==> config.mk <==
export PLATFORM = sky130hd
export DESIGN_NAME = ifp_flags
export DESIGN_NICKNAME = d
export VERILOG_FILES = /design/src/design/ifp_pkg.sv /design/src/design/ifp_flags.sv
export SDC_FILE = /design/constraint.sdc
export NUM_CORES = 1
export LEC_CHECK = 0
export ABC_AREA = 1
export BUFFER_PORTS_ARGS = -buffer_cell sky130_fd_sc_hd__buf_2
export CORE_AREA = 3 3 112 114
export CTS_BUF_LIST = sky130_fd_sc_hd__clkbuf_4 sky130_fd_sc_hd__clkbuf_8 sky130_fd_sc_hd__clkbuf_16
export CTS_CLUSTER_DIAMETER = 100
export DETAILED_ROUTE_END_ITERATION = 6
export DIE_AREA = 0 0 115 117
export GPL_TIMING_DRIVEN = 0
export PLACE_DENSITY = 0.69
export SETUP_SLACK_MARGIN = 0.2
export SYNTH_ARGS = -nofsm -noshare
export SYNTH_HDL_FRONTEND = slang
export SYNTH_SLANG_ARGS = --single-unit
==> constraint.sdc <==
create_clock -name clock_i -period 2.35 [get_ports clock_i]
set_input_delay 0.1175 -clock clock_i [delete_from_list [all_inputs] [get_ports clock_i]]
set_output_delay 0.1175 -clock clock_i [all_outputs]
set_load 0.005 [all_outputs]
==> src/design/ifp_pkg.sv <==
// Package of offsets, field positions, reset values and modes for the flag block.
package ifp_pkg;
  // Register offsets.
  localparam logic [7:0] ADDR_PINSEL_LO = 8'h25;
  localparam logic [7:0] ADDR_PINSEL_CLK = 8'h26;
  localparam logic [7:0] ADDR_STAT_RADIO = 8'h27;
  localparam logic [7:0] ADDR_STAT_BUF = 8'h28;
  localparam logic [7:0] ADDR_TRIGGER = 8'h29;
  localparam logic [7:0] ADDR_RX_START_TO = 8'h2A;
  localparam logic [7:0] ADDR_POST_DET_TO = 8'h2B;
  // Reset values.
  localparam logic [11:0] RST_PINSEL = 12'h000;
  localparam logic [2:0] RST_CLKSEL = 3'h7;
  localparam logic [7:0] RST_TRIGGER = 8'hE4;
  localparam logic [7:0] RST_TIMEOUT = 8'h00;
  localparam logic RST_MODE_READY = 1'b1;
  // Radio status bit positions.
  localparam int B_MODE_READY = 7;
  localparam int B_RX_READY = 6;
  localparam int B_TX_READY = 5;
  localparam int B_LOCK = 4;
  localparam int B_STRENGTH = 3;
  localparam int B_TIMEOUT = 2;
  localparam int B_AUTO = 1;
  localparam int B_SYNC = 0;
  // Buffer status bit positions.
  localparam int B_FULL = 7;
  localparam int B_NOT_EMPTY = 6;
  localparam int B_LEVEL = 5;
  localparam int B_OVERRUN = 4;
  localparam int B_SENT = 3;
  localparam int B_PAYLOAD = 2;
  localparam int B_CHECKSUM = 1;
  // Clock-output select codes.
  localparam logic [2:0] CLK_FULL = 3'h0;
  localparam logic [2:0] CLK_RC = 3'h6;
  localparam logic [2:0] CLK_OFF = 3'h7;
  // Bit periods per timeout unit, minus one.
  localparam logic [3:0] BITS_PER_UNIT_M1 = 4'hF;
  // Operating modes as presented on the mode input.
  localparam logic [2:0] MODE_SLEEP = 3'h0;
  localparam logic [2:0] MODE_STANDBY = 3'h1;
  localparam logic [2:0] MODE_FS = 3'h2;
  localparam logic [2:0] MODE_TX = 3'h3;
  localparam logic [2:0] MODE_RX = 3'h4;
endpackage

==> src/design/ifp_flags.sv <==
// Status flags, pin function selection, clock output and receive timeouts.
// Host side.
// - The register port never stalls.
// - A read answers in the next cycle only.
// - Outside an answer the read data are zero.
// - Both strobes at once are not supported.
//
// Flag timing.
// - Every flag is a flop behind its cause.
// - A cause shows on the bus two cycles on.
// - When a set and a clear meet, set wins, except for mode-ready, ready and sent, where the mode clear wins.
// - Emptying is seen on the count's edge.
// - A flag set on an empty buffer survives.
//
// Overrun clear.
// - A one at bit 4 of the buffer status clears
//   overrun, timeout, sync, payload, checksum.
// - It also pulses the buffer clear output
//   for one cycle, one cycle after the write.
//
// Timeouts.
// - Both count bit ticks, sixteen per unit.
// - A stored zero disables a timer.
// - The receive-start timer arms on entry.
// - The post-detection timer arms on the
//   strength flag's rising edge.
// - A rewrite during a run applies at once.
//
// Limitations.
// - The full-rate clock code is gated logic,
//   so glitches follow any code change.
// - Mode codes on the mode input are local.
// - Pin event tables sit outside this block.
//
// The implementer's own choice: the plain strobed port.
module ifp_flags #(
  parameter int BUF_DEPTH = 66,
  parameter int CNT_W = 7
) (
  input wire logic clock_i,
  input wire logic rst_n_i,
  input wire logic [7:0] reg_addr_i,
  input wire logic [7:0] reg_wdata_i,
  input wire logic reg_wr_i,
  input wire logic reg_rd_i,
  output logic [7:0] reg_rdata_o,
  input wire logic [2:0] mode_i,
  input wire logic mode_reached_i,
  input wire logic rx_chain_done_i,
  input wire logic pa_ramp_done_i,
  input wire logic synthesizer_locked_i,
  input wire logic [7:0] measured_signal_strength_i,
  input wire logic strength_valid_i,
  input wire logic intermediate_mode_i,
  input wire logic sync_word_matched_i,
  input wire logic packet_mode_i,
  input wire logic [CNT_W-1:0] buffer_count_i,
  input wire logic [CNT_W-1:0] buffer_level_trigger_i,
  input wire logic buffer_overrun_i,
  input wire logic packet_done_i,
  input wire logic last_byte_i,
  input wire logic checksum_enable_i,
  input wire logic checksum_pass_i,
  input wire logic keep_bad_frame_i,
  input wire logic bit_tick_i,
  input wire logic [23:0] pin_sources_i,
  input wire logic rc_clock_i,
  output logic [5:0] event_pin_o,
  output logic divided_reference_output_o,
  output logic rc_oscillator_enable_o,
  output logic buffer_clear_o
);

  //////////////////////////////////////////////////////////////////////////////
  // Configuration registers.
  // Writes land at the strobe edge.
  // Reads see the new value one cycle on.
  logic [11:0] pin_select;
  logic [2:0] reference_divider_select;
  logic [7:0] signal_strength_trigger;
  logic [7:0] rx_start_value;
  logic [7:0] post_det_value;

  // Pulls one two-bit pin select field out of the packed vector.
  function automatic logic [1:0] pin_field(input logic [11:0] sel, input int idx);
    pin_field = sel[11-2*idx -: 2];
  endfunction

  // Write decode.
  wire wr_pin_lo = reg_wr_i && (reg_addr_i == ifp_pkg::ADDR_PINSEL_LO);
  wire wr_pin_clk = reg_wr_i && (reg_addr_i == ifp_pkg::ADDR_PINSEL_CLK);
  wire wr_radio = reg_wr_i && (reg_addr_i == ifp_pkg::ADDR_STAT_RADIO);
  wire wr_buf = reg_wr_i && (reg_addr_i == ifp_pkg::ADDR_STAT_BUF);
  wire wr_trig = reg_wr_i && (reg_addr_i == ifp_pkg::ADDR_TRIGGER);
  wire wr_rx_to = reg_wr_i && (reg_addr_i == ifp_pkg::ADDR_RX_START_TO);
  wire wr_pd_to = reg_wr_i && (reg_addr_i == ifp_pkg::ADDR_POST_DET_TO);

  // Host clears, written as ones.
  wire host_clr_strength = wr_radio && reg_wdata_i[ifp_pkg::B_STRENGTH];
  wire host_clr_sync = wr_radio && reg_wdata_i[ifp_pkg::B_SYNC] && !packet_mode_i;
  wire host_clr_overrun = wr_buf && reg_wdata_i[ifp_pkg::B_OVERRUN];

  // Configuration storage; bit 3 of the clock register is not stored.
  always_ff @(posedge clock_i or negedge rst_n_i) begin
    if (!rst_n_i) begin
      pin_select <= ifp_pkg::RST_PINSEL;
      reference_divider_select <= ifp_pkg::RST_CLKSEL;
      signal_strength_trigger <= ifp_pkg::RST_TRIGGER;
      rx_start_value <= ifp_pkg::RST_TIMEOUT;
      post_det_value <= ifp_pkg::RST_TIMEOUT;
    end else begin
      if (wr_pin_lo) pin_select[11:4] <= reg_wdata_i;
      if (wr_pin_clk) pin_select[3:0] <= reg_wdata_i[7:4];
      if (wr_pin_clk) reference_divider_select <= reg_wdata_i[2:0];
      if (wr_trig) signal_strength_trigger <= reg_wdata_i;
      if (wr_rx_to) rx_start_value <= reg_wdata_i;
      if (wr_pd_to) post_det_value <= reg_wdata_i;
    end
  end

  //////////////////////////////////////////////////////////////////////////////
  // Mode tracking.
  // Previous mode and count give the edges.
  // Both reset to sleep and empty.
  logic [2:0] mode_prev;
  logic [CNT_W-1:0] count_prev;
  wire in_rx = (mode_i == ifp_pkg::MODE_RX);
  wire in_tx = (mode_i == ifp_pkg::MODE_TX);
  wire in_fs = (mode_i == ifp_pkg::MODE_FS);
  wire in_sleep = (mode_i == ifp_pkg::MODE_SLEEP);
  wire mode_change = (mode_i != mode_prev);
  wire rx_entry = in_rx && (mode_prev != ifp_pkg::MODE_RX);
  // Emptying is an edge, so a flag raised while the buffer is already empty survives.
  wire emptied = (count_prev != '0) && (buffer_count_i == '0);

  always_ff @(posedge clock_i or negedge rst_n_i) begin
    if (!rst_n_i) begin
      mode_prev <= ifp_pkg::MODE_SLEEP;
      count_prev <= '0;
    end else begin
      mode_prev <= mode_i;
      count_prev <= buffer_count_i;
    end
  end

  //////////////////////////////////////////////////////////////////////////////
  // Radio status flags.
  // Hardware sets them; the host clears strength, timeout and sync.
  // Mode-ready is one after reset.
  logic mode_ready;
  logic rx_ready;
  logic tx_ready;
  logic lock_flag;
  logic strength_flag;
  logic timeout_flag;
  logic auto_flag;
  logic sync_flag;
  logic [1:0] timer_expire;

  // A smaller stored value means a stronger signal, since strength is minus value/2 dBm.
  wire strength_above = strength_valid_i && (measured_signal_strength_i < signal_strength_trigger);
  wire strength_set = in_rx && strength_above && !strength_flag;

  // Mode-ready: the change clears, reached sets only within a stable mode.
  wire next_mode_ready = mode_change ? 1'b0 : (mode_reached_i ? 1'b1 : mode_ready);
  wire next_rx_ready = in_rx && (rx_ready || rx_chain_done_i);
  wire next_tx_ready = in_tx && (tx_ready || pa_ramp_done_i);
  wire next_lock = (in_fs || in_rx || in_tx) && synthesizer_locked_i;
  // Set wins over every clear on all hardware-set flags below.
  wire next_strength = (in_rx && strength_above) ||
                       (strength_flag && in_rx && !host_clr_strength);
  wire next_timeout = (|timer_expire) ||
                      (timeout_flag && in_rx && !emptied && !host_clr_overrun);
  wire next_sync = (in_rx && sync_word_matched_i) ||
                   (sync_flag && in_rx && !emptied && !host_clr_sync && !host_clr_overrun);

  always_ff @(posedge clock_i or negedge rst_n_i) begin
    if (!rst_n_i) begin
      mode_ready <= ifp_pkg::RST_MODE_READY;
      rx_ready <= 1'b0;
      tx_ready <= 1'b0;
      lock_flag <= 1'b0;
      strength_flag <= 1'b0;
      timeout_flag <= 1'b0;
      auto_flag <= 1'b0;
      sync_flag <= 1'b0;
    end else begin
      mode_ready <= next_mode_ready;
      rx_ready <= next_rx_ready;
      tx_ready <= next_tx_ready;
      lock_flag <= next_lock;
      strength_flag <= next_strength;
      timeout_flag <= next_timeout;
      auto_flag <= intermediate_mode_i;
      sync_flag <= next_sync;
    end
  end

  //////////////////////////////////////////////////////////////////////////////
  // Buffer and packet flags.
  // Level flags follow the count.
  // Event flags hold until cleared.
  logic full_flag;
  logic not_empty_flag;
  logic level_flag;
  logic overrun_flag;
  logic sent_flag;
  logic payload_flag;
  logic checksum_flag;

  // Without the keep option a bad frame is dropped upstream, so no payload flag.
  wire payload_ok = !checksum_enable_i || keep_bad_frame_i || checksum_pass_i;
  wire payload_set = in_rx && last_byte_i && payload_ok;
  wire checksum_set = in_rx && last_byte_i && checksum_enable_i && checksum_pass_i;
  wire next_overrun = (buffer_overrun_i && !in_sleep) || (overrun_flag && !host_clr_overrun);
  wire next_sent = in_tx && (sent_flag || packet_done_i);
  wire next_payload = payload_set || (payload_flag && !emptied && !host_clr_overrun);
  wire next_checksum = checksum_set || (checksum_flag && !emptied && !host_clr_overrun);

  always_ff @(posedge clock_i or negedge rst_n_i) begin
    if (!rst_n_i) begin
      full_flag <= 1'b0;
      not_empty_flag <= 1'b0;
      level_flag <= 1'b0;
      overrun_flag <= 1'b0;
      sent_flag <= 1'b0;
      payload_flag <= 1'b0;
      checksum_flag <= 1'b0;
      buffer_clear_o <= 1'b0;
    end else begin
      full_flag <= (buffer_count_i == CNT_W'(BUF_DEPTH));
      not_empty_flag <= (buffer_count_i != '0);
      level_flag <= (buffer_count_i > buffer_level_trigger_i);
      overrun_flag <= next_overrun;
      sent_flag <= next_sent;
      payload_flag <= next_payload;
      checksum_flag <= next_checksum;
      buffer_clear_o <= host_clr_overrun;
    end
  end

  //////////////////////////////////////////////////////////////////////////////
  // Two receive timeouts in units of sixteen bit periods.
  // Expiry sets the shared timeout flag.
  // Timer 0 runs from receive entry, timer 1 from the strength event.
  logic [1:0] armed;
  logic [3:0] bit_cnt [2];
  logic [7:0] unit_cnt [2];
  wire [7:0] tmo_value [2];
  wire [1:0] tmo_start;
  wire [1:0] tmo_stop;
  assign tmo_value[0] = rx_start_value;
  assign tmo_value[1] = post_det_value;
  assign tmo_start[0] = rx_entry && (rx_start_value != 8'h00);
  assign tmo_start[1] = strength_set && (post_det_value != 8'h00);
  assign tmo_stop[0] = !in_rx || strength_flag;
  assign tmo_stop[1] = !in_rx || payload_flag;

  genvar t;
  generate
    for (t = 0; t < 2; t++) begin : g_timer
      wire unit_tick = armed[t] && bit_tick_i && (bit_cnt[t] == ifp_pkg::BITS_PER_UNIT_M1);
      wire hit = unit_tick && (unit_cnt[t] + 8'h01 == tmo_value[t]);
      // Zero disables; the value is read live so a rewrite takes effect at once.
      assign timer_expire[t] = hit && !tmo_stop[t] && (tmo_value[t] != 8'h00);
      always_ff @(posedge clock_i or negedge rst_n_i) begin
        if (!rst_n_i) begin
          armed[t] <= 1'b0;
          bit_cnt[t] <= 4'h0;
          unit_cnt[t] <= 8'h00;
        end else if (tmo_start[t]) begin
          armed[t] <= 1'b1;
          bit_cnt[t] <= 4'h0;
          unit_cnt[t] <= 8'h00;
        end else if (tmo_stop[t] || hit) begin
          armed[t] <= 1'b0;
        end else if (armed[t] && bit_tick_i) begin
          bit_cnt[t] <= bit_cnt[t] + 4'h1;
          if (unit_tick) unit_cnt[t] <= unit_cnt[t] + 8'h01;
        end
      end
    end
  endgenerate

  //////////////////////////////////////////////////////////////////////////////
  // Pin mapping: each pin picks one of four event sources.
  // Pins are flopped so they stay glitch free.
  generate
    for (t = 0; t < 6; t++) begin : g_pin
      wire [3:0] src = pin_sources_i[4*t +: 4];
      always_ff @(posedge clock_i or negedge rst_n_i) begin
        if (!rst_n_i) event_pin_o[t] <= 1'b0;
        else event_pin_o[t] <= src[pin_field(pin_select, t)];
      end
    end
  endgenerate

  //////////////////////////////////////////////////////////////////////////////
  // Clock output: a free-running divider taps one bit per code.
  // Divider taps give ratios from 2 to 32.
  // The RC code also wakes the oscillator.
  // The full-rate code gates the clock itself, so that path is combinational.
  logic [4:0] div_cnt;
  wire [5:0] div_taps = {div_cnt, 1'b0};
  wire div_sel = (reference_divider_select > ifp_pkg::CLK_FULL) &&
                 (reference_divider_select < ifp_pkg::CLK_RC) ? div_taps[reference_divider_select] : 1'b0;

  always_ff @(posedge clock_i or negedge rst_n_i) begin
    if (!rst_n_i) div_cnt <= 5'h00;
    else div_cnt <= div_cnt + 5'h01;
  end

  assign rc_oscillator_enable_o = (reference_divider_select == ifp_pkg::CLK_RC);
  assign divided_reference_output_o =
    (reference_divider_select == ifp_pkg::CLK_FULL) ? clock_i :
    (reference_divider_select == ifp_pkg::CLK_RC) ? rc_clock_i :
    (reference_divider_select == ifp_pkg::CLK_OFF) ? 1'b0 : div_sel;

  //////////////////////////////////////////////////////////////////////////////
  // Read path: data stand in the cycle after the strobe, zero otherwise.
  // Unmapped addresses read zero.
  // Unused bits read zero as well.
  wire [7:0] radio_word = {mode_ready, rx_ready, tx_ready, lock_flag,
                           strength_flag, timeout_flag, auto_flag, sync_flag};
  wire [7:0] buf_word = {full_flag, not_empty_flag, level_flag, overrun_flag,
                         sent_flag, payload_flag, checksum_flag, 1'b0};
  logic [7:0] rd_mux;
  always_comb begin
    unique case (reg_addr_i)
      ifp_pkg::ADDR_PINSEL_LO: rd_mux = pin_select[11:4];
      ifp_pkg::ADDR_PINSEL_CLK: rd_mux = {pin_select[3:0], 1'b0, reference_divider_select};
      ifp_pkg::ADDR_STAT_RADIO: rd_mux = radio_word;
      ifp_pkg::ADDR_STAT_BUF: rd_mux = buf_word;
      ifp_pkg::ADDR_TRIGGER: rd_mux = signal_strength_trigger;
      ifp_pkg::ADDR_RX_START_TO: rd_mux = rx_start_value;
      ifp_pkg::ADDR_POST_DET_TO: rd_mux = post_det_value;
      default: rd_mux = 8'h00;
    endcase
  end

  always_ff @(posedge clock_i or negedge rst_n_i) begin
    if (!rst_n_i) reg_rdata_o <= 8'h00;
    else reg_rdata_o <= reg_rd_i ? rd_mux : 8'h00;
  end

endmodule // ifp_flags

==> results of run 1 <==
[per-layer routing]
metal / wire [um] / global-route usage / up-vias
met3: 1180 / 0.0571 / 55
met1: 6800 / 0.318 / 2716
met2: 8350 / 0.447 / 231
li1: - / - / 2807
met5: 0 / 0 / -
met4: 664 / 0.151 / 0
[layout by cell type (no fill, tap or decap), types with 6 or more instances in the layout]
cell           synthesis  layout
nand2_1              193     192
o21ai_0               48      48
nor3_1                 8       8
o22ai_1               18      18
nor2_2                10       8
dlygate4sd3_1          0      38
inv_2                  5       7
dfstp_2                8       8
inv_1                109     106
buf_2                  3     101
clkbuf_1               6       6
nor2_1                82      81
nand4_1               10      10
o21ai_1               11      11
nand3_1               64      64
a21oi_1               17      17
dfrtp_1              102     100
ha_1                  19      15
clkbuf_16              0      12
xor2_1                 6       6
[Yosys cell counts, types with 2 or more instances]
cell | instances | area (um2)
nand2_1 | 193 | 724
inv_1 | 109 | 409
dfrtp_1 | 102 | 2550
nor2_1 | 82 | 308
nand3_1 | 64 | 320
o21ai_0 | 48 | 240
ha_1 | 19 | 238
o22ai_1 | 18 | 113
a21oi_1 | 17 | 85.1
o21ai_1 | 11 | 55.1
nand4_1 | 10 | 62.6
nor2_2 | 10 | 62.6
dfstp_2 | 8 | 210
nor3_1 | 8 | 40.0
clkbuf_1 | 6 | 22.5
xor2_1 | 6 | 52.6
inv_2 | 5 | 18.8
nor4_1 | 5 | 31.3
xnor2_1 | 5 | 43.8
a221oi_1 | 4 | 35.0
a32oi_1 | 4 | 35.0
nand3_2 | 4 | 40.0
a211oi_1 | 3 | 22.5
buf_2 | 3 | 15.0
nand3_4 | 3 | 52.6
and2_1 | 2 | 12.5
nand2_4 | 2 | 22.5
nor2_4 | 2 | 22.5
o311ai_0 | 2 | 17.5
[cell families (layout without fill, tap and decap cells)]
| logic type | count (synthesis) | after routing | synth area share |
|---|---|---|---|
| AO/OA/AOI/OAI | 113 | 113 | 0.110 |
| XOR/XNOR | 11 | 11 | 0.0162 |
| adder cells (fa/ha/maj) | 19 | 19 | 0.0401 |
| buffers and inverters | 123 | 289 | 0.0784 |
| flip-flops | 110 | 110 | 0.466 |
| AND/OR/NAND/NOR | 388 | 389 | 0.290 |
[power by group through the flow]
stage / clock network [mW] / registers (mW) / logic [mW]
CTS: 2.05 / 2.08 / 0.600
global route: 2.14 / 2.10 / 0.703
floorplan: 0.0188 / 2.10 / 0.318
detailed placement: 0.0322 / 2.12 / 0.530
global placement: 0.0322 / 2.12 / 0.500
finish: 2.02 / 2.09 / 0.614
[what timing repair did]
item,4_1_cts,5_1_grt
buffers inserted,4,2
cloned,1,1
gates resized for setup,15,11
hold buffers,37,1
pin swaps,3,2
endpoints found under the hold margin,67,1
setup endpoints to repair,13,25
[state kept, by name, summed over array words and instances, names as in the netlist, 2 cells and up]
signal / cells
armed: 2
post_det_value: 8
bit_cnt: 8
pin_select: 12
mode_prev: 3
reg_rdata_o: 8
unit_cnt: 16
event_pin_o: 6
reference_divider_select: 3
count_prev: 7
signal_strength_trigger: 8
rx_start_value: 8
div_cnt: 5
[worst max-delay path by stage]
stage | start | to | cells after the start
after detailed placement | signal_strength_trigger[5]$_DFFE_PN1P_ | bit_cnt[2]$_DFFE_PN0P_ | 10
after floorplan | signal_strength_trigger[5]$_DFFE_PN1P_ | unit_cnt[0]$_DFFE_PN0P_ | 10
after CTS | signal_strength_trigger[5]$_DFFE_PN1P_ | unit_cnt[4]$_DFFE_PN0P_ | 11
after global placement | rst_n_i | count_prev[5]$_DFF_PN0_ | 1
final | signal_strength_trigger[5]$_DFFE_PN1P_ | unit_cnt[4]$_DFFE_PN0P_ | 12
after global routing | signal_strength_trigger[5]$_DFFE_PN1P_ | unit_cnt[4]$_DFFE_PN0P_ | 12
[worst register-to-register path, delay by kind of cell, from the launching register on]
family	cells	cell delay [ns]
adders and majority gates	1	0.21
buffers and inverters	4	0.43
DFF	1	0.55
and+or+nand+nor	5	0.48
AOI/OAI and AO/OA	2	0.33
[through the flow]
stage	TNS (ns)	area, um2	power [mW]	worst slack [ns]
floorplan	0	5930	2.43	0.347
CTS	0	7550	4.73	0.196
detailed placement	-0.338	6650	2.68	-0.0449
finish	0	7630	4.73	0.281
global route	0	7630	4.95	0.130
global placement	-5.23	6620	2.65	-0.0613
[layout make-up]
| cell class | instances | area, um2 | area share |
|---|---|---|---|
| clock buffer | 17 | 354 | 0.0464 |
| multi-input combinational | 532 | 2800 | 0.367 |
| sequential | 110 | 2770 | 0.362 |
| buffer | 9 | 50.0 | 0.00656 |
| clock inverter | 3 | 65.1 | 0.00853 |
| inverter | 114 | 430 | 0.0564 |
| tap | 143 | 179 | 0.0235 |
| timing repair buffer | 146 | 983 | 0.129 |
==> results by group, run 1 <==
Timing
  – RSZ-0062 raised after global routing: true
  – Max frequency: 483 MHz
  – Hold_ws: 0.0189 ns
  – Final Hold Fails: 0
  – Skew final: 0.00702 ns
  – Period utilisation layout: 0.881
  – Setup-failing EPs final: 0
  – Max-slew violations: 0
  – Tmin final: 2.07 ns
  – Least-Margin Pin Slew: 0.733 ns
  – Relative slew slack: 0.507

Logic synthesis
  – Async SR Flop Fraction: 1.00
  – Post-synth EDFFs: 0
  – Cell area after synthesis: 5930 um2
  – Sequential share of the synthesized area: 0.466
  – Synthesized area per cell: 7.77 um2
  – Cells after Synth: 764
  – Yosys warnings: 0
  – Net Count, Synth: 868
  – #FFs+latches synth: 110
  – Netlist cell types: 38
  – Top FF cell, synth: dfrtp_1

Setup path
  – Crit path top cell by count: nand2_1
  – Max stage delay cell, worst path: dfstp_2
  – Reg2reg path depth: 12
  – CP Capture Type: register
  – Reg2Reg Launch Point: signal_strength_trigger[5]$_DFFE_PN1P_
  – Largest stage delay, worst path: 0.55 ns
  – Flop2flop setup slack: 0.28 ns
  – Worst path buffer plus inverter count: 4
  – Crit-path max FO: 8
  – Critical Path AT: 2.48 ns
  – Worst path required time: 2.76 ns
  – Critical-path cell list: inv_2 > ha_4 > a21o_1 > a211oi_2 > nand4_1 > buf_6 > nor2_4 > inv_4 > buf_12 > nand2_8 > nand2_1 > nand2_1
  – CP delay by family, top: flip-flops
  – Startpoint Class: register
  – Crit path kind: register to register
  – R2r endpoint: unit_cnt[4]$_DFFE_PN0P_

Placed design
  – Inst Count DP: 1009
  – IO Port Bufs: 101
  – Dpl hpwl: 12.0 mm
  – Final GP Congestion: 0.961

Power
  – Switching pwr: 1.18 mW
  – Leak Pwr: 3.70 nW
  – Worst VDD drop: 440 uV
  – Proportion of power drawn by flip-flops and latches: 0.442
  – Logic gate share of total power: 0.130
  – Clk pwr share: 0.428
  – Pwr dens: 620 nW/um2
  – Pint: 3.54 mW
  – Net Sw Frac: 0.250

Final layout
  – Antenna cells: 0
  – Final nets: 1030
  – Fraction of layout cells with a size suffix above 1: 0.193
  – Filler Cell Count: 994
  – Layout Cells excl Fill: 1074
  – Final core occ: 0.663
  – Synthesis-to-finish area growth: 28.6%

Drt
  – Vias per inst: 5.41
  – Via Count: 5809
  – Drt first pass iters: 5
  – Number of routed nets with antenna violations: 0
  – Initial DRC count: 321
  – DR WL/cell: 15.8 um
  – Final routed DRC violation total: 0
  – WL final: 17.0 mm

Die
  – Number of cell rows: 39
  – I/O pin count: 102
  – CORE AREA: 11500 um2
  – Die H: 117 um
  – Initial core utilization: 0.515
  – Die area: 13500 um2
  – Die X: 115 um

Clock network
  – TritonCTS clock tree: yes
  – Worst-Skew Late Latency: 0.48 ns
  – Clock transition at path regs: 0.07 ns

Hold path
  – Hold EP: buffer_clear_o$_DFF_PN0_
  – Worst hold start: reg_addr_i[0]
  – Hold Crit Class: input port to register
  – Hold path cells: 4

Global route
  – Initial antenna violation count: 0
  – Gr ovfl total: 0
  – Largest net degree at the start of global routing: 74
  – Vias in the first global route: 5744
  – All-layer global routing usage: 0.266
  – Global-route wire length before repair: 27.4 mm

Outcome
  – Status: complete, no violations

Job
  – Max cap viols: 0
Power figures use the tool's default switching activity.
==> run 2, diff against run 1 <==
- ABC_AREA: 1 -> not set
==> results by group, run 2 <==
Outcome
  – Status: complete, no violations (unchanged)

Hold path
  – Hold path cells: 2 (was 4)
  – Worst hold start: pin_sources_i[12] (was reg_addr_i[0])
  – Hold EP: event_pin_o[3]$_DFF_PN0_ (was buffer_clear_o$_DFF_PN0_)
  – Hold Crit Class: input port to register (unchanged)

Power
  – Pint: 3.31 mW (was 3.54 mW)
  – Logic gate share of total power: 0.119 (was 0.130)
  – Switching pwr: 1.06 mW (was 1.18 mW)
  – Leak Pwr: 3.53 nW (was 3.70 nW)
  – Clk pwr share: 0.414 (was 0.428)
  – Pwr dens: 559 nW/um2 (was 620 nW/um2)
  – Proportion of power drawn by flip-flops and latches: 0.467 (was 0.442)
  – Worst VDD drop: 367 uV (was 440 uV)
  – Net Sw Frac: 0.243 (was 0.250)

Timing
  – Setup TNS: 0 ns (unchanged)
  – RSZ-0062 raised after global routing: true (unchanged)
  – Least-Margin Pin Slew: 0.848 ns (was 0.733 ns)
  – Max frequency: 452 MHz (was 483 MHz)
  – Tmin final: 2.21 ns (was 2.07 ns)
  – Skew final: 0.00907 ns (was 0.00702 ns)
  – Period utilisation layout: 0.942 (was 0.881)
  – Final Hold Fails: 0 (unchanged)
  – Max-slew violations: 0 (unchanged)
  – Hold_ws: 0.0103 ns (was 0.0189 ns)
  – Setup-failing EPs final: 0 (unchanged)
  – Relative slew slack: 0.432 (was 0.507)

Global route
  – Largest net degree at the start of global routing: 62 (was 74)
  – Gr ovfl total: 0 (unchanged)
  – Vias in the first global route: 5291 (was 5744)
  – Global-route wire length before repair: 26.5 mm (was 27.4 mm)
  – Initial antenna violation count: 0 (unchanged)
  – All-layer global routing usage: 0.255 (was 0.266)

Final layout
  – Leading cell type in the layout, fill and taps excluded: buf_2 (was nand2_1)
  – Layout Cells excl Fill: 863 (was 1074)
  – Most frequent cells in the layout: buf_2, dfrtp_1, nor2_1 (was nand2_1, inv_1, buf_2)
  – Fraction of layout cells with a size suffix above 1: 0.369 (was 0.193)
  – Largest register FFs: 16 (unchanged)
  – Antenna cells: 0 (unchanged)
  – Final core occ: 0.679 (was 0.663)
  – Filler Cell Count: 830 (was 994)
  – Final nets: 819 (was 1030)
  – Synthesis-to-finish area growth: 32.3% (was 28.6%)
  – Top Registers: unit_cnt: 16 flops, pin_select: 12 flops (unchanged)
  – Most flop-heavy register: unit_cnt (unchanged)
  – Cell area after layout: 7820 um2 (was 7630 um2)

Logic synthesis
  – #FFs+latches synth: 110 (unchanged)
  – Yosys warnings: 0 (unchanged)
  – Synthesized area per cell: 10.9 um2 (was 7.77 um2)
  – Post-synthesis adder-cell area fraction: 0.0402 (was 0.0401)
  – Xor and xnor area share after synthesis: 0.0355 (was 0.0162)
  – Post-synth EDFFs: 0 (unchanged)
  – Cells after Synth: 543 (was 764)
  – Top FF cell, synth: dfrtp_1 (unchanged)
  – Cell area after synthesis: 5910 um2 (was 5930 um2)
  – Post-Synth Simple-Gate Area: 0.166 (was 0.290)
  – Net Count, Synth: 647 (was 868)
  – Compound-Gate Fraction of Synth Area: 0.118 (was 0.110)
  – Commonest cells in the netlist: dfrtp_1, nor2_1, nand2_1 (was nand2_1, inv_1, dfrtp_1)
  – Multiplexer share of the synthesized area: 0.140 (was 0)
  – Synth area leaders: dfrtp_1, mux2_2, mux4_2, ha_1, dfstp_2 (was dfrtp_1, nand2_1, inv_1, nand3_1, nor2_1)
  – Area leader, netlist: dfrtp_1 (unchanged)
  – Netlist cell types: 63 (was 38)
  – Top-area cell type share of the netlist area: 0.432 (was 0.430)
  – Largest family of logic cells by synthesized area: simple AND/OR/NAND/NOR gates (unchanged)
  – Most common cell in the netlist: dfrtp_1 (was nand2_1)
  – Async SR Flop Fraction: 1.00 (unchanged)
  – Sequential share of the synthesized area: 0.467 (was 0.466)

Setup path
  – Worst path required time: 2.74 ns (was 2.76 ns)
  – Crit-path max FO: 7 (was 8)
  – Flop2flop setup slack: 0.14 ns (was 0.28 ns)
  – Startpoint Class: register (unchanged)
  – Max stage delay cell, worst path: or4_4 (was dfstp_2)
  – Reg2Reg Launch Point: unit_cnt[9]$_DFFE_PN0P_ (was signal_strength_trigger[5]$_DFFE_PN1P_)
  – CP delay by family, top: compound AO/OA/AOI/OAI gates (was flip-flops)
  – Largest stage delay, worst path: 0.48 ns (was 0.55 ns)
  – Critical Path AT: 2.61 ns (was 2.48 ns)
  – CP Capture Type: register (unchanged)
  – Worst path buffer plus inverter count: 1 (was 4)
  – Reg2reg path depth: 8 (was 12)
  – Critical-path cell list: ha_4 > and2_4 > a211o_1 > a31oi_4 > a211oi_4 > buf_6 > or4_4 > a21oi_2 (was inv_2 > ha_4 > a21o_1 > a211oi_2 > nand4_1 > buf_6 > nor2_4 > inv_4 > buf_12 > nand2_8 > nand2_1 > nand2_1)
  – R2r endpoint: unit_cnt[15]$_DFFE_PN0P_ (was unit_cnt[4]$_DFFE_PN0P_)
  – Crit path kind: register to register (unchanged)

Drt
  – Vias per inst: 5.89 (was 5.41)
  – DR WL/cell: 19.4 um (was 15.8 um)
  – Final routed DRC violation total: 0 (unchanged)
  – Drt first pass iters: 5 (unchanged)
  – Via Count: 5082 (was 5809)
  – WL final: 16.8 mm (was 17.0 mm)
  – Number of routed nets with antenna violations: 0 (unchanged)
  – Initial DRC count: 299 (was 321)

Placed design
  – Placed inst area: 6640 um2 (was 6650 um2)
  – Dpl hpwl: 11.4 mm (was 12.0 mm)
  – Final GP Congestion: 0.867 (was 0.961)
  – IO Port Bufs: 100 (was 101)
  – Inst Count DP: 787 (was 1009)

Job
  – Max cap viols: 0 (unchanged)

Die
  – Initial core utilization: 0.513 (was 0.515)
  – Die area: 13500 um2 (unchanged)
  – CORE AREA: 11500 um2 (unchanged)
  – I/O pin count: 102 (unchanged)
  – Die X: 115 um (unchanged)
  – Number of cell rows: 39 (unchanged)
  – Die H: 117 um (unchanged)

Clock network
  – Worst-Skew Late Latency: 0.46 ns (was 0.48 ns)
  – TritonCTS clock tree: yes (unchanged)
  – Clock transition at path regs: 0.07 ns (about the same)
-- run 2: cell count changes in the layout (fill, tap and decap cells not counted), sizes merged, moves of 10 or more --
cell	previous run	this run
o22ai	18	1
nand2	196	34
mux4	0	13
nand3	72	14
inv	114	26
o21ai	59	33
buf	112	129
a21oi	18	32
nor2	94	47
mux2	0	38
or4	0	15
o31ai	0	10
-- run 2: worst reg2reg max path, cell delays in order (launching register included) --
cell and delay, ns:
dfrtp_2 0.46, ha_4 0.20, and2_4 0.15, a211o_1 0.29
a31oi_4 0.20, a211oi_4 0.07, buf_6 0.15, or4_4 0.48
a21oi_2 0.15
-- run 2: worst max path at each step --
| stage | from | endpoint | slack [ns] | depth (start not counted) |
|---|---|---|---|---|
| finish | unit_cnt[9]$_DFFE_PN0P_ | unit_cnt[15]$_DFFE_PN0P_ | 0.14 | 8 |
| global route | bit_cnt[4]$_DFFE_PN0P_ | unit_cnt[15]$_DFFE_PN0P_ | 0.06 | 7 |
| CTS | unit_cnt[8]$_DFFE_PN0P_ | bit_cnt[5]$_DFFE_PN0P_ | 0.11 | 9 |
| detailed placement | unit_cnt[0]$_DFFE_PN0P_ | unit_cnt[1]$_DFFE_PN0P_ | -0.21 | 8 |
| global placement | mode_i[0] | unit_cnt[0]$_DFFE_PN0P_ | -0.18 | 7 |
| floorplan | unit_cnt[0]$_DFFE_PN0P_ | unit_cnt[1]$_DFFE_PN0P_ | 0.18 | 8 |
-- run 2: per-layer routing --
| layer | up-vias | track usage | part of all wire |
|---|---|---|---|
| met4 | 0 | 0.101 | 0.022 |
| met2 | 177 | 0.430 | 0.50 |
| met3 | 33 | 0.0530 | 0.054 |
| met1 | 2524 | 0.323 | 0.42 |
| li1 | 2348 | - | - |
| met5 | - | 0 | 0 |
-- run 2: kinds of logic (layout without fill, tap and decap cells) --
logic type / after synthesis / after routing
DFF: 110 / 110
AOI/OAI and AO/OA: 110 / 110
and+or+nand+nor: 177 / 178
buffers and inverters: 44 / 220
adders and majority gates: 19 / 19
muxes: 59 / 59
xor gates and xnor gates: 24 / 24
-- run 2: per-stage QoR --
step | total power, mW | worst slack [ns]
floorplan | 2.32 | 0.178
global placement | 2.53 | -0.176
detailed placement | 2.56 | -0.212
CTS | 4.41 | 0.107
global route | 4.57 | 0.0555
finish | 4.37 | 0.135
-- run 2: power groups by stage --
| stage | combinational, mW | clock, mW | sequential, mW |
|---|---|---|---|
| 2_1_floorplan | 0.237 | 0.0308 | 2.05 |
| 3_3_place_gp | 0.417 | 0.0434 | 2.07 |
| 3_5_place_dp | 0.441 | 0.0434 | 2.08 |
| 4_1_cts | 0.510 | 1.86 | 2.04 |
| 5_1_grt | 0.572 | 1.94 | 2.05 |
| 6_report | 0.519 | 1.81 | 2.04 |
-- run 2: area by class of cell --
type                            instances  area, um2  share of cell area
Timing Repair Buffer                  158       1080               0.138
Tap cell                              143        179              0.0229
Multi-Input combinational cell        390       3230               0.413
Clock buffer                           14        313              0.0400
Clock inverter                          6       61.3             0.00784
Buffer                                 17       96.3              0.0123
Sequential cell                       110       2770               0.354
Inverter                               25       93.8              0.0120
-- run 2: what timing repair did --
action                                 in CTS  in global routing
gates resized for setup                    33                 33
endpoints found under the hold margin      91                  0
pin swaps                                  24                 26
gates cloned                                2                  1
buffers inserted                           12                  4
hold buffers                               40                  0
setup endpoints to repair                  29                 25
==> run 3, diff against run 2 <==
- clock period: 2.35 -> 2.8 ns (I/O delays scaled with it)
==> results by group, run 3 (synthesis gave the netlist of run 2 again) <==
Setup path
  – Reg2reg path depth: 8 (unchanged)
  – CP Capture Type: register (unchanged)
  – Startpoint Class: register (unchanged)
  – Flop2flop setup slack: 0.38 ns (was 0.14 ns)
  – Crit-path max FO: 10 (was 7)
  – R2r endpoint: unit_cnt[1]$_DFFE_PN0P_ (was unit_cnt[15]$_DFFE_PN0P_)
  – Crit path kind: register to register (unchanged)
  – Critical-path cell list: ha_1 > xor2_1 > nor4_2 > nand4_1 > o41ai_4 > clkbuf_4 > mux2i_1 > nor2_1 (was ha_4 > and2_4 > a211o_1 > a31oi_4 > a211oi_4 > buf_6 > or4_4 > a21oi_2)
  – Max stage delay cell, worst path: dfrtp_1 (was or4_4)
  – Reg2Reg Launch Point: unit_cnt[0]$_DFFE_PN0P_ (was unit_cnt[9]$_DFFE_PN0P_)
  – Worst path required time: 3.14 ns (was 2.74 ns)
  – Critical Path AT: 2.76 ns (was 2.61 ns)
  – Largest stage delay, worst path: 0.45 ns (was 0.48 ns)

Final layout
  – Antenna cells: 0 (unchanged)
  – Most frequent cells in the layout: buf_2, dfrtp_1, nor2_1 (unchanged)
  – Filler Cell Count: 926 (was 830)
  – Synthesis-to-finish area growth: 24.9% (was 32.3%)
  – Leading cell type in the layout, fill and taps excluded: buf_2 (unchanged)
  – Fraction of layout cells with a size suffix above 1: 0.291 (was 0.369)
  – Top Registers: unit_cnt: 16 flops, pin_select: 12 flops (unchanged)
  – Multi-input logic area: 2980 um2 (was 3230 um2)
  – Most flop-heavy register: unit_cnt (unchanged)
  – Reg area: 2760 um2 (was 2770 um2)
  – Largest register FFs: 16 (unchanged)
  – Final nets: 800 (was 819)

Timing
  – RSZ-0062 raised after global routing: true (unchanged)
  – Setup TNS: 0 ns (unchanged)
  – Setup-failing EPs final: 0 (unchanged)
  – Least-Margin Pin Slew: 0.877 ns (was 0.848 ns)
  – Final Hold Fails: 0 (unchanged)
  – Tmin final: 2.42 ns (was 2.21 ns)
  – Relative slew slack: 0.412 (was 0.432)
  – Skew final: 0.00540 ns (was 0.00907 ns)
  – Max frequency: 413 MHz (was 452 MHz)
  – Max-slew violations: 0 (unchanged)
  – Period utilisation layout: 0.865 (was 0.942)

Global route
  – Largest net degree at the start of global routing: 58 (was 62)
  – Gr ovfl total: 0 (unchanged)
  – All-layer global routing usage: 0.240 (was 0.255)
  – Initial antenna violation count: 0 (unchanged)
  – Vias in the first global route: 4843 (was 5291)
  – Global-route wire length before repair: 25.0 mm (was 26.5 mm)

Job
  – Max cap viols: 0 (unchanged)

Drt
  – Number of routed nets with antenna violations: 0 (unchanged)
  – WL final: 15.5 mm (was 16.8 mm)
  – Drt first pass iters: 4 (was 5)
  – DR WL/cell: 18.3 um (was 19.4 um)
  – Initial DRC count: 445 (was 299)
  – Via Count: 4908 (was 5082)
  – Vias per inst: 5.82 (was 5.89)
  – Final routed DRC violation total: 0 (unchanged)

Placed design
  – Dpl hpwl: 11.2 mm (was 11.4 mm)
  – IO Port Bufs: 100 (unchanged)
  – Final GP Congestion: 0.885 (was 0.867)

Hold path
  – Hold EP: event_pin_o[2]$_DFF_PN0_ (was event_pin_o[3]$_DFF_PN0_)
  – Hold path cells: 2 (unchanged)
  – Hold Crit Class: input port to register (unchanged)
  – Worst hold start: pin_sources_i[11] (was pin_sources_i[12])

Power
  – Total Power: 3.61 mW (was 4.37 mW)
  – Worst VDD drop: 309 uV (was 367 uV)
  – Pwr dens: 489 nW/um2 (was 559 nW/um2)
  – Leak Pwr: 3.40 nW (was 3.53 nW)

Outcome
  – Status: complete, no violations (unchanged)

Clock network
  – Clock transition at path regs: 0.07 ns (about the same)
  – TritonCTS clock tree: yes (unchanged)
  – Worst-Skew Late Latency: 0.47 ns (was 0.46 ns)

Die
  – Number of cell rows: 39 (unchanged)
  – Die area: 13500 um2 (unchanged)
  – Die H: 117 um (unchanged)
  – Initial core utilization: 0.513 (unchanged)
  – I/O pin count: 102 (unchanged)
  – CORE AREA: 11500 um2 (unchanged)
  – Die X: 115 um (unchanged)
## run 3: worst max path at each step
stage                                       start                 endpoint  slack, ns  cells past startpoint
after global routing      unit_cnt[0]$_DFFE_PN0P_  unit_cnt[1]$_DFFE_PN0P_       0.17                      8
final                     unit_cnt[0]$_DFFE_PN0P_  unit_cnt[1]$_DFFE_PN0P_       0.38                      8
after detailed placement  unit_cnt[8]$_DFFE_PN0P_   bit_cnt[5]$_DFFE_PN0P_       0.14                      9
after CTS                 unit_cnt[0]$_DFFE_PN0P_  unit_cnt[1]$_DFFE_PN0P_       0.21                      8
after global placement    unit_cnt[8]$_DFFE_PN0P_   bit_cnt[5]$_DFFE_PN0P_       0.18                      9
after floorplan           unit_cnt[8]$_DFFE_PN0P_   bit_cnt[5]$_DFFE_PN0P_       0.51                      9
## run 3: area by class of cell
class                      count  share of cell area
timing repair buffer         138               0.122
tap                          143              0.0242
clock inverter                 6             0.00610
multi-input combinational    389               0.403
inverter                      25              0.0127
buffer                        19              0.0141
clock buffer                  14              0.0432
sequential                   110               0.374
## run 3: critical path, delay by kind of cell (launching register included)
family	cells	cell delay (ns)
DFF	1	0.45
and+or+nand+nor	3	0.43
AOI/OAI and AO/OA	1	0.40
adders and majority gates	1	0.37
buffers and inverters	1	0.28
muxes	1	0.20
xor gates and xnor gates	1	0.17
## run 3: layer usage
| metal | track usage | vias up | wire length [um] |
|---|---|---|---|
| met5 | 0 | - | 0 |
| met2 | 0.407 | 137 | 7770 |
| met1 | 0.318 | 2438 | 6710 |
| met3 | 0.0437 | 20 | 746 |
| li1 | - | 2313 | - |
| met4 | 0.0720 | 0 | 233 |
## run 3: stage by stage
stage,cells,hold slack [ns],worst slack [ns],utilization,instance area (um2)
global placement,786,0.253,0.185,0.572,6590
floorplan,543,-0.156,0.514,-,5910
finish,844,0.00501,0.378,0.641,7390
CTS,844,0.00381,0.205,0.640,7370
detailed placement,787,0.242,0.136,0.575,6620
global route,844,0.00436,0.174,0.641,7390
## run 3: power by group
group	internal (mW)	leakage [nW]	switching [mW]
clock network	0.836	0.186	0.647
logic	0.213	1.80	0.201
registers	1.65	1.42	0.0582
## run 3: repair_timing
action | 4_1_cts | 5_1_grt
gates resized for setup | 1 | 5
pin swaps | 1 | 1
setup buffers | 1 | 0
hold buffers | 37 | 0
gates cloned | 0 | 0
hold endpoints to repair | 92 | 0
setup endpoints to repair | 8 | 15
